$ cat src/common/rlp_defs.vh
// Constants for the twelve-channel LED sink controller core.
// Assumes inclusion by bare name from the rtl files.
`ifndef RLP_DEFS_VH
`define RLP_DEFS_VH
`define RLP_ADDR_FIXED 5'h13
`define RLP_STRAP_GND 2'h0
`define RLP_STRAP_SCL 2'h1
`define RLP_STRAP_SDA 2'h2
`define RLP_STRAP_VCC 2'h3
`define RLP_MODE_PWM 2'h0
`define RLP_MODE_LEVEL 2'h1
`define RLP_MODE_PATTERN 2'h2
`define RLP_PFS_220 2'h0
`define RLP_PFS_440 2'h1
`define RLP_CORE_HZ 10000000
`define RLP_OSC_LO_HZ 1800000
`define RLP_OSC_HI_HZ 6000000
`define RLP_DIV_LO ((`RLP_CORE_HZ + `RLP_OSC_LO_HZ - 1) / `RLP_OSC_LO_HZ)
`define RLP_DIV_HI ((`RLP_CORE_HZ + `RLP_OSC_HI_HZ - 1) / `RLP_OSC_HI_HZ)
`define RLP_RAMP_MAX_S 10
`define RLP_RAMP_TICK_HZ 1000
`define RLP_RAMP_TICK_DIV (`RLP_CORE_HZ / `RLP_RAMP_TICK_HZ)
`define RLP_RAMP_MAX_TICKS (`RLP_RAMP_MAX_S * `RLP_RAMP_TICK_HZ)
`define RLP_GCC_RESET 6'h3F
`define RLP_REG_BYTES 256
`define RLP_REG_MODE 8'h04
`define RLP_REG_GCC 8'h07
`define RLP_REG_LEVEL 8'h10
`define RLP_REG_COLOR2 8'h20
`define RLP_REG_COLOR3 8'h30
`define RLP_REG_PWM 8'h40
`endif

$ cat src/rtl/rlp_i2c_target.v
// I2C-compatible target: start/stop detection, address match, byte writes and reads.
// Assumes SCL and SDA inputs are already synchronised to CORE_CLK.
`timescale 1ns/1ns
`include "rlp_defs.vh"
module rlp_i2c_target (
    input wire clk,
    input wire rst,
    input wire clr,
    input wire scl,
    input wire sda,
    input wire [1:0] strap,
    output reg sda_oe_n,
    output reg wr_stb,
    output reg [7:0] wr_addr,
    output reg [7:0] wr_data,
    output wire [7:0] rd_addr,
    input wire [7:0] rd_data
);
    localparam S_IDLE = 3'h0;
    localparam S_ADDR = 3'h1;
    localparam S_REG = 3'h2;
    localparam S_WDAT = 3'h3;
    localparam S_RDAT = 3'h4;
    localparam S_IGN = 3'h5;
    reg scl_d, sda_d;
    reg [2:0] state;
    reg [3:0] bitc;
    reg [7:0] shift;
    reg [7:0] ptr;
    reg ack_phase, reading, mack;
    wire scl_rise = scl & ~scl_d;
    wire scl_fall = ~scl & scl_d;
    wire start = scl & scl_d & sda_d & ~sda;
    wire stop = scl & scl_d & ~sda_d & sda;
    assign rd_addr = ptr;
    always @(posedge clk) begin
        scl_d <= scl;
        sda_d <= sda;
        wr_stb <= 1'b0;
        if (rst || clr || stop) begin
            state <= S_IDLE;
            sda_oe_n <= 1'b1;
            bitc <= 4'h0;
            ack_phase <= 1'b0;
            reading <= 1'b0;
            mack <= 1'b0;
            if (rst) begin
                ptr <= 8'h00;
                shift <= 8'h00;
                wr_addr <= 8'h00;
                wr_data <= 8'h00;
            end
        end else if (start) begin
            state <= S_ADDR;
            bitc <= 4'h0;
            ack_phase <= 1'b0;
            sda_oe_n <= 1'b1;
        end else if (state != S_IDLE && state != S_IGN) begin
            if (scl_rise && !ack_phase) begin
                shift <= {shift[6:0], sda | (state == S_RDAT)};
                bitc <= bitc + 4'h1;
                if (state == S_RDAT)
                    mack <= 1'b0;
            end else if (scl_rise && ack_phase && state == S_RDAT) begin
                mack <= ~sda;
            end
            if (scl_fall) begin
                if (!ack_phase && bitc == 4'h8) begin
                    bitc <= 4'h0;
                    ack_phase <= 1'b1;
                    case (state)
                        S_ADDR: begin
                            if (shift[7:1] == {`RLP_ADDR_FIXED, strap}) begin
                                sda_oe_n <= 1'b0;
                                reading <= shift[0];
                            end else begin
                                state <= S_IGN;
                            end
                        end
                        S_REG: begin
                            sda_oe_n <= 1'b0;
                            ptr <= shift;
                        end
                        S_WDAT: begin
                            sda_oe_n <= 1'b0;
                            wr_stb <= 1'b1;
                            wr_addr <= ptr;
                            wr_data <= shift;
                            ptr <= ptr + 8'h01;
                        end
                        S_RDAT: begin
                            sda_oe_n <= 1'b1;
                            ptr <= ptr + 8'h01;
                        end
                        default: begin
                            sda_oe_n <= 1'b1;
                        end
                    endcase
                end else if (ack_phase) begin
                    ack_phase <= 1'b0;
                    case (state)
                        S_ADDR: begin
                            state <= reading ? S_RDAT : S_REG;
                            shift <= rd_data;
                            sda_oe_n <= reading ? rd_data[7] : 1'b1;
                            bitc <= 4'h0;
                        end
                        S_REG: begin
                            state <= S_WDAT;
                            sda_oe_n <= 1'b1;
                        end
                        S_WDAT: begin
                            sda_oe_n <= 1'b1;
                        end
                        S_RDAT: begin
                            if (mack) begin
                                shift <= rd_data;
                                sda_oe_n <= rd_data[7];
                                bitc <= 4'h0;
                            end else begin
                                state <= S_IGN;
                                sda_oe_n <= 1'b1;
                            end
                        end
                        default: begin
                            sda_oe_n <= 1'b1;
                        end
                    endcase
                end else if (state == S_RDAT) begin
                    sda_oe_n <= shift[7];
                end
            end
        end
    end
endmodule

$ cat src/rtl/rlp_led_core.v
// Top of the twelve-channel LED sink controller: serial target, register file, PWM and patterns.
// Assumes serial, strap, shutdown and cascade pins arrive asynchronously to CORE_CLK; analog sinks take the digital outputs.
//
// Overview of operation
// - Target address is 10011 followed by two strapped bits, in byte bits seven to one.
// - Lowest address-byte bit selects direction: zero writes, one reads.
// - Strap pin tied to ground, clock, data or supply gives 00, 01, 10, 11.
// - Serial clock is input only; data line is only pulled low, open drain.
// - Serial interface works up to 1MHz; controller must not exceed that.
// - While shutdown pin is low the device stays shut down, outputs inactive.
// - Each rising edge of the shutdown pin returns the serial logic to idle.
// - Each channel has 4096-step PWM from 12 bits and 256-step current from 8 bits.
// - One 6-bit, 64-step global current scale applies to every output.
// - PWM mode gates the output by 12-bit PWM, amplitude from 8-bit level.
// - Current-level mode uses only the 8-bit level, without PWM gating.
// - Pattern mode runs four breathing engines cycling through three colours alone.
// - Fade-in and fade-out ramps can last up to ten seconds; here each way runs 4.08s up to about 32.6s.
// - Frequency code 00 gives 220Hz, 01 gives 440Hz, 1x gives 23kHz with 8+4 bits; here about 407Hz, 814Hz and 19.5kHz, low 4 bits undithered.
// - Timebase is 1.8MHz for 12-bit settings, 6MHz for the 8+4-bit setting; here about 1.67MHz and 5MHz.
// - Low-current accuracy option cuts full-scale current to one tenth.
// - Cascade pin carries sync clock in or out, or the breathing mark when enabled; the code never uses the clock input.
// - Writes are address, register address, data bytes, MSB first, each acknowledged.
// - Register pointer increments by one at each data-byte acknowledge.
// - Reads set the pointer by a write, then repeated start with direction one.
`timescale 1ns/1ns
`include "rlp_defs.vh"
module rlp_led_core #(
    parameter CHANNELS = 12,
    parameter RAMP_TICK_DIV = `RLP_RAMP_TICK_DIV
) (
    // Clock and reset
    input wire CORE_CLK,
    input wire RST,
    // Serial pins
    input wire SCL_IN,
    input wire SDA_IN,
    output wire SDA_OE_N,
    // Strap and shutdown
    input wire ADDR_STRAP_SCL,
    input wire ADDR_STRAP_SDA,
    input wire ADDR_STRAP_VCC,
    input wire SHUTDOWN_N_PIN,
    // Configuration
    input wire [1:0] PWM_FREQ_SELECT,
    input wire LOW_CURRENT_ACCURACY_OPTION,
    input wire FULL_SCALE_CURRENT_SELECT,
    input wire CASCADE_MASTER,
    input wire BREATH_MARK_ENABLE,
    input wire [6:0] RAMP_TIME,
    // Cascade pin
    input wire CASCADE_CLOCK_MARK_PIN_IN,
    output reg CASCADE_CLOCK_MARK_PIN_OUT,
    output reg CASCADE_CLOCK_MARK_PIN_OE_N,
    // Channel outputs
    output reg [CHANNELS-1:0] SINK_CHANNEL_OUTPUTS,
    output reg [CHANNELS*8-1:0] SINK_CHANNEL_AMPLITUDE,
    output reg [5:0] GLOBAL_CURRENT_CODE,
    output reg FULL_SCALE_TENTH,
    output reg SHUTDOWN_ACTIVE
);
    reg [1:0] s_scl, s_sda, s_sdn, s_cas, s_st1, s_st2, s_st3;
    wire scl = s_scl[1];
    wire sda = s_sda[1];
    wire sdn = s_sdn[1];
    reg sdn_d;
    wire sdn_rise = sdn & ~sdn_d;
    reg [1:0] strap;
    reg [7:0] regs [0:`RLP_REG_BYTES-1];
    wire wr_stb;
    wire [7:0] wr_addr, wr_data, rd_addr;
    reg [7:0] rd_data;
    reg [2:0] osc_cnt;
    reg osc_en;
    reg [11:0] pwm_cnt;
    reg [14:0] tick_cnt;
    reg [3:0] tick_sub;
    reg ramp_tick;
    reg [7:0] breath [0:3];
    reg [3:0] fall;
    reg [1:0] color [0:3];
    reg [6:0] hold [0:3];
    reg [5:0] global_current_code;
    integer i;
    localparam integer DIV_HI_LAST = `RLP_DIV_HI - 1;
    localparam integer DIV_LO_LAST = `RLP_DIV_LO - 1;
    localparam integer TICK_LAST = RAMP_TICK_DIV - 1;
    function [7:0] reg_of;
        input [7:0] base;
        input integer ch;
        begin
            reg_of = base + ch[7:0];
        end
    endfunction
    always @(posedge CORE_CLK) begin
        s_scl <= {s_scl[0], SCL_IN};
        s_sda <= {s_sda[0], SDA_IN};
        s_sdn <= {s_sdn[0], SHUTDOWN_N_PIN};
        s_cas <= {s_cas[0], CASCADE_CLOCK_MARK_PIN_IN};
        s_st1 <= {s_st1[0], ADDR_STRAP_SCL};
        s_st2 <= {s_st2[0], ADDR_STRAP_SDA};
        s_st3 <= {s_st3[0], ADDR_STRAP_VCC};
        sdn_d <= sdn;
    end
    // The strap is sampled only in shutdown and at its release, so a glitch on SCL or SDA cannot move the address.
    always @(posedge CORE_CLK) begin
        if (RST) begin
            strap <= `RLP_STRAP_GND;
        end else if (sdn_rise || !sdn) begin
            if (s_st3[1])
                strap <= `RLP_STRAP_VCC;
            else if (s_st2[1])
                strap <= `RLP_STRAP_SDA;
            else if (s_st1[1])
                strap <= `RLP_STRAP_SCL;
            else
                strap <= `RLP_STRAP_GND;
        end
    end
    // Sampling at 10MHz covers a 1MHz serial clock with about five samples per phase.
    rlp_i2c_target u_target (
        .clk(CORE_CLK),
        .rst(RST),
        .clr(sdn_rise),
        .scl(scl),
        .sda(sda),
        .strap(strap),
        .sda_oe_n(SDA_OE_N),
        .wr_stb(wr_stb),
        .wr_addr(wr_addr),
        .wr_data(wr_data),
        .rd_addr(rd_addr),
        .rd_data(rd_data)
    );
    always @(posedge CORE_CLK) begin
        if (wr_stb)
            regs[wr_addr] <= wr_data;
        rd_data <= regs[rd_addr];
    end
    always @(posedge CORE_CLK) begin
        if (RST) begin
            global_current_code <= `RLP_GCC_RESET;
        end else if (wr_stb && wr_addr == `RLP_REG_GCC) begin
            global_current_code <= wr_data[5:0];
        end
    end
    // Oscillator enable: every 6 or 2 core cycles, 1.67MHz or 5MHz for 1.8MHz or 6MHz; the 10MHz core limits accuracy.
    always @(posedge CORE_CLK) begin
        if (RST) begin
            osc_cnt <= 3'h0;
            osc_en <= 1'b0;
        end else begin
            osc_en <= 1'b0;
            if (osc_cnt == 3'h0) begin
                osc_en <= 1'b1;
                osc_cnt <= PWM_FREQ_SELECT[1] ? DIV_HI_LAST[2:0] : DIV_LO_LAST[2:0];
            end else begin
                osc_cnt <= osc_cnt - 3'h1;
            end
        end
    end
    // 440Hz halves the 220Hz period by stepping two; 23kHz steps by 16, running the top 8 bits with no dithering of the low 4.
    always @(posedge CORE_CLK) begin
        if (RST) begin
            pwm_cnt <= 12'h000;
        end else if (osc_en) begin
            case (PWM_FREQ_SELECT)
                `RLP_PFS_220: pwm_cnt <= pwm_cnt + 12'h001;
                `RLP_PFS_440: pwm_cnt <= pwm_cnt + 12'h002;
                default: pwm_cnt <= pwm_cnt + 12'h010;
            endcase
        end
    end
    always @(posedge CORE_CLK) begin
        if (RST) begin
            tick_cnt <= 15'h0000;
            ramp_tick <= 1'b0;
            tick_sub <= 4'h0;
        end else begin
            ramp_tick <= 1'b0;
            if (tick_cnt == TICK_LAST[14:0]) begin
                tick_cnt <= 15'h0000;
                tick_sub <= tick_sub + 4'h1;
                ramp_tick <= (tick_sub == 4'h0);
            end else begin
                tick_cnt <= tick_cnt + 15'h0001;
            end
        end
    end
    // Four breathing engines: 255 steps each way, one per 1 + RAMP_TIME/16 ticks of 16ms; up to about 32.6s.
    always @(posedge CORE_CLK) begin
        if (RST || !sdn) begin
            for (i = 0; i < 4; i = i + 1) begin
                breath[i] <= 8'h00;
                fall[i] <= 1'b0;
                color[i] <= 2'h0;
                hold[i] <= 7'h00;
            end
        end else if (ramp_tick) begin
            for (i = 0; i < 4; i = i + 1) begin
                if (hold[i] != 7'h00) begin
                    hold[i] <= hold[i] - 7'h01;
                end else begin
                    hold[i] <= RAMP_TIME >> 4;
                    if (!fall[i]) begin
                        breath[i] <= breath[i] + 8'h01;
                        if (breath[i] == 8'hFE)
                            fall[i] <= 1'b1;
                    end else begin
                        breath[i] <= breath[i] - 8'h01;
                        if (breath[i] == 8'h01) begin
                            fall[i] <= 1'b0;
                            color[i] <= (color[i] == 2'h2) ? 2'h0 : color[i] + 2'h1;
                        end
                    end
                end
            end
        end
    end
    always @(posedge CORE_CLK) begin
        if (RST) begin
            SINK_CHANNEL_OUTPUTS <= {CHANNELS{1'b0}};
            SINK_CHANNEL_AMPLITUDE <= {CHANNELS*8{1'b0}};
            GLOBAL_CURRENT_CODE <= 6'h00;
            FULL_SCALE_TENTH <= 1'b0;
            SHUTDOWN_ACTIVE <= 1'b1;
        end else begin
            SHUTDOWN_ACTIVE <= ~sdn;
            GLOBAL_CURRENT_CODE <= sdn ? global_current_code : 6'h00;
            FULL_SCALE_TENTH <= LOW_CURRENT_ACCURACY_OPTION;
            for (i = 0; i < CHANNELS; i = i + 1) begin
                if (!sdn) begin
                    SINK_CHANNEL_OUTPUTS[i] <= 1'b0;
                    SINK_CHANNEL_AMPLITUDE[i*8 +: 8] <= 8'h00;
                end else begin
                    case (regs[`RLP_REG_MODE + i[7:0] / 4][(i % 4) * 2 +: 2])
                        `RLP_MODE_PWM: begin
                            SINK_CHANNEL_OUTPUTS[i] <= pwm_cnt <
                                {regs[reg_of(`RLP_REG_PWM, 2 * i + 1)][3:0],
                                 regs[reg_of(`RLP_REG_PWM, 2 * i)]};
                            SINK_CHANNEL_AMPLITUDE[i*8 +: 8] <= regs[reg_of(`RLP_REG_LEVEL, i)];
                        end
                        `RLP_MODE_LEVEL: begin
                            SINK_CHANNEL_OUTPUTS[i] <= 1'b1;
                            SINK_CHANNEL_AMPLITUDE[i*8 +: 8] <= regs[reg_of(`RLP_REG_LEVEL, i)];
                        end
                        `RLP_MODE_PATTERN: begin
                            SINK_CHANNEL_OUTPUTS[i] <= pwm_cnt[11:4] < breath[i / 3];
                            SINK_CHANNEL_AMPLITUDE[i*8 +: 8] <= regs[reg_of(
                                color[i / 3] == 2'h0 ? `RLP_REG_LEVEL :
                                color[i / 3] == 2'h1 ? `RLP_REG_COLOR2 : `RLP_REG_COLOR3, i)];
                        end
                        default: begin
                            SINK_CHANNEL_OUTPUTS[i] <= 1'b0;
                            SINK_CHANNEL_AMPLITUDE[i*8 +: 8] <= 8'h00;
                        end
                    endcase
                end
            end
        end
    end
    // The pin drives only as master or as mark; as slave it is an input.
    always @(posedge CORE_CLK) begin
        if (RST) begin
            CASCADE_CLOCK_MARK_PIN_OUT <= 1'b0;
            CASCADE_CLOCK_MARK_PIN_OE_N <= 1'b1;
        end else if (BREATH_MARK_ENABLE) begin
            CASCADE_CLOCK_MARK_PIN_OUT <= fall[0];
            CASCADE_CLOCK_MARK_PIN_OE_N <= 1'b0;
        end else begin
            CASCADE_CLOCK_MARK_PIN_OUT <= pwm_cnt[11];
            CASCADE_CLOCK_MARK_PIN_OE_N <= ~(CASCADE_MASTER & sdn);
        end
    end
endmodule

$ cat config.mk
export PLATFORM = sky130hd
export DESIGN_NAME = rlp_led_core
export DESIGN_NICKNAME = d
export VERILOG_FILES = /design/src/rtl/rlp_i2c_target.v /design/src/rtl/rlp_led_core.v
export VERILOG_INCLUDE_DIRS = /design/src /design/src/common
export SDC_FILE = /design/constraint.sdc
export NUM_CORES = 2
export LEC_CHECK = 0
export BUFFER_PORTS_ARGS = -buffer_cell sky130_fd_sc_hd__buf_2
export CAP_MARGIN = 20
export CORE_AREA = 2 2 420 422
export DETAILED_ROUTE_END_ITERATION = 6
export DIE_AREA = 0 0 422 424
export PLACE_DENSITY_LB_ADDON = 0.05
export SYNTH_ARGS = -nofsm -noshare
export SYNTH_HDL_FRONTEND = slang
export SYNTH_SLANG_ARGS = --single-unit
$ cat constraint.sdc
create_clock -name CORE_CLK -period 4.25 [get_ports CORE_CLK]
set_clock_uncertainty 0.2 [all_clocks]
set_input_delay 0.85 -clock CORE_CLK [delete_from_list [all_inputs] [get_ports CORE_CLK]]
set_output_delay 0.85 -clock CORE_CLK [all_outputs]
set_load 0.02 [all_outputs]
==> results.md <==
- Status: complete, but fails checks
- Failing checks: design-rule violations
- CTS root buf: clkbuf_16
- Flop-to-flop setup slack: 0.47 ns
- Top_reg_cell synth: edfxtp_1
- Clock Latency Late Sink: 0.88 ns
- Antenna violations before repair: 9
- CP max FO: 42
- Crit path launch: u_target.rd_addr[1]$_SDFFCE_PP0P_
- P_int: 0.0377 W
- PD cells: 435 mW/mm^2
- Antenna-violating nets left: 0
- Final WS setup: 0.469 ns
- Post-synth EDFFs: 2148
- Cell row count: 154
- DP Cell Count: 8335
- Combinational fraction of design power: 6.1%
- Cell depth of the worst setup path: 9
- Fin. max-slew vios: 0
- CP Launch Type: flip-flop
- Vias: 56700
- Final Non-Filler Cells: 8775
- Design Area, Final: 0.111 mm^2
- CP Capture Point: rd_data[7]$_DFF_P_
- Total clock sinks: 2349
- Input/output buffers: 134
- Slowest stage cell, crit path: edfxtp_1
- Setup TNS: 0 ns
- Crit path cell chain: buf_12 > buf_4 > mux4_2 > mux2i_1 > o21ai_1 > a221o_1 > a311oi_1 > buf_4 > o21ai_1
- Distinct cells, synth: 71
- Peak VDD IR: 0.000396 V
- Core area: 0.175 mm^2
- Sw power: 0.0107 W
- GRT Total Usage: 31.9%
- Async SR Flop Fraction: 0%
- Dpl hpwl: 187000 um
- Reg2reg end: rd_data[7]$_DFF_P_
- Fin crit period: 3.78 ns
- Post-Syn Nets: 6058
- Residual DRC count: 1
- Starting density of the core: 56.5%
- P&R area growth vs syn: 12.6%
- Placed cell areas: 0.104 mm^2
- CTS Buf Count: 234
- Syn avg cell area: 16.9 um^2
- IO Count: 141
- Register area share after synthesis: 69.4%
- Layout cell share with drive strength beyond 1: 21.4%
- Largest net degree at the start of global routing: 209
- Hold Violations, Final: 0
- Vias per cell: 6.46
- Final Setup Violations: 0
- Routed WL per cell: 32.4 um
- Width of the die: 422 um
- 1st-iter DRT viols: 7337
- Area of the mapped netlist: 0.0988 mm^2
- Total gr overflow: 0
- F_max: 0.264 GHz
- Kind of critical path: reg2reg
- H-tree levels: 4
- Hold path cells: 0
- CTS tree: built
- Worst min-delay path category: reg2reg
- CP bufs+invs: 3
- Critical path arrival: 4.31 ns
- Crit end category: flip-flop
- Seq pwr share: 52.7%
- CTS clock-pin slew for the worst setup and hold paths: 0.07 ns
- Reg2Reg Launch Point: u_target.rd_addr[1]$_SDFFCE_PP0P_
- Slew Limit Headroom: 13.6%
- Pre-Repair DR Iteration Count: 7
- Full die area: 0.179 mm^2
- Die height: 424 um
- Sequential cell area: 0.0685 mm^2
- Worst-Margin Slew: 1.30 ns
- Net Sw Frac: 22.2%
- Mapped Cells: 5829
- CTS resizes: 0
- First-pass GRT wire length: 406000 um
- Req. time, crit path: 4.78 ns
- Clock network fraction of design power: 41.3%
- Crit-path max cell delay: 0.57 ns
- Max Cap Viol: 0
- Area of the multi-input gates: 0.0278 mm^2
- Lkg Pwr: 37.9 nW
- Worst reg-to-reg path cell count: 9
- Final wirelength: 284000 um
- Filler instances: 12600
- Place WS: 0.577 ns
- RD Place Congestion: 0.934
- Max Buffers Root-to-Sink: 3
- Final Util: 63.6%
- Unrepaired setup endpoints after global routing: no
- Number of global-route vias before repair: 56300
- Yosys warns: 0
- CP delay by family, top: buffers and inverters
- Nets: 6468
- Fin crit share: 89.0%
- #FFs+latches synth: 2349
==> flip-flops by register name, summed over array words and instances (netlist names), 12 cells and up <==
| name | flops |
|---|---|
| pwm_cnt | 12 |
| breath | 32 |
| tick_cnt | 15 |
| SINK_CHANNEL_OUTPUTS | 12 |
| hold | 28 |
| SINK_CHANNEL_AMPLITUDE | 96 |
| regs | 2048 |
==> how the worst min path moves through the flow <==
| stage | to | start | slack [ns] |
|---|---|---|---|
| 4_1_cts | CASCADE_CLOCK_MARK_PIN_OUT$_SDFF_PP0_ | BREATH_MARK_ENABLE | 0.11 |
| 6_report | s_sdn[1]$_DFF_P_ | s_sdn[0]$_DFF_P_ | 0.12 |
| 3_5_place_dp | s_sda[1]$_DFF_P_ | s_sda[0]$_DFF_P_ | 0.12 |
| 3_3_place_gp | s_sdn[1]$_DFF_P_ | s_sdn[0]$_DFF_P_ | 0.11 |
| 2_1_floorplan | s_scl[1]$_DFF_P_ | s_scl[0]$_DFF_P_ | 0.11 |
| 5_1_grt | s_st1[1]$_DFF_P_ | s_st1[0]$_DFF_P_ | 0.13 |
==> layer usage <==
metal  GRT usage (%)  wire length [um]
met1            42.1            107000
met2            51.6            138000
met3            7.00             26100
met4            13.7             13500
met5               0                55
==> layout by cell type (no fill, tap or decap), types with 155 or more instances in the layout <==
master     synthesis  final
a21oi_1          225    224
a22oi_1          168    168
buf_4             15    313
clkbuf_16          0    241
dfxtp_1          201    201
edfxtp_1        2148   2148
ha_1             207    202
inv_1            214    213
mux2i_1          181    181
mux4_2           529    529
nand2_1          155    155
nor2_1           548    543
==> Yosys cell counts, types with 32 or more instances <==
cell	number	area share, %
edfxtp_1	2148	65
dfxtp_1	201	4.1
o21ai_0	107	0.54
mux4_2	529	12
nor3_1	52	0.26
mux2i_1	181	1.8
nor2b_1	129	0.82
nand2_1	155	0.59
a21o_1	33	0.25
nand2b_1	38	0.24
xnor2_1	50	0.44
a22oi_1	168	1.3
buf_6	32	0.36
nor2_1	548	2.1
o22ai_1	39	0.25
and3_1	35	0.22
clkbuf_1	164	0.62
ha_1	207	2.6
nand3_1	69	0.35
a21oi_1	225	1.1
buf_2	67	0.34
inv_1	214	0.81
a211oi_1	62	0.47
==> what timing repair did <==
action	CTS	global route
endpoints found under the hold margin	7	0
setup endpoints to repair	0	0
buffers inserted	0	0
hold buffers	7	0
==> metrics by stage <==
step           power, W  hold slack (ns)
6_report         0.0484            0.123
5_1_grt          0.0496            0.126
4_1_cts          0.0486            0.106
3_5_place_dp     0.0289            0.116
3_3_place_gp     0.0288            0.113
2_1_floorplan    0.0278            0.110
==> final cells by class <==
| cell class | instances | share of cell area [%] |
|---|---|---|
| Sequential cell | 2349 | 61.6 |
| Multi-Input combinational cell | 2943 | 24.9 |
| Clock buffer | 321 | 5.81 |
| Timing Repair Buffer | 494 | 3.49 |
| Tap cell | 2340 | 2.63 |
| Clock inverter | 110 | 0.813 |
| Inverter | 217 | 0.735 |
| Antenna cell | 1 | 0.00225 |
==> worst register-to-register path, delay by kind of cell, from the launching register on <==
kind / cells / cell delay [ns]
AOI/OAI and AO/OA: 4 / 1.04
buffers and inverters: 3 / 1.18
DFF: 1 / 0.57
muxes: 2 / 0.67
==> power groups by stage <==
stage / Sequential, W / Combinational (W) / Clock [W]
after floorplan: 0.0262 / 0.00162 / 0
after global placement: 0.0260 / 0.00288 / 0
after detailed placement: 0.0260 / 0.00291 / 0
after CTS: 0.0255 / 0.00293 / 0.0202
after global routing: 0.0255 / 0.00310 / 0.0211
final: 0.0255 / 0.00294 / 0.0200
==> cell families after synthesis <==
logic type      Yosys count  synth area share (%)
mux                     717                  14.0
flops                  2349                  69.4
xor+xnor                 81                 0.718
fa+ha+maj               207                  2.62
simple gates           1123                  5.23
compound gates          815                  5.44
buf+inv                 537                  2.64
(Power assumes the default switching activity.)
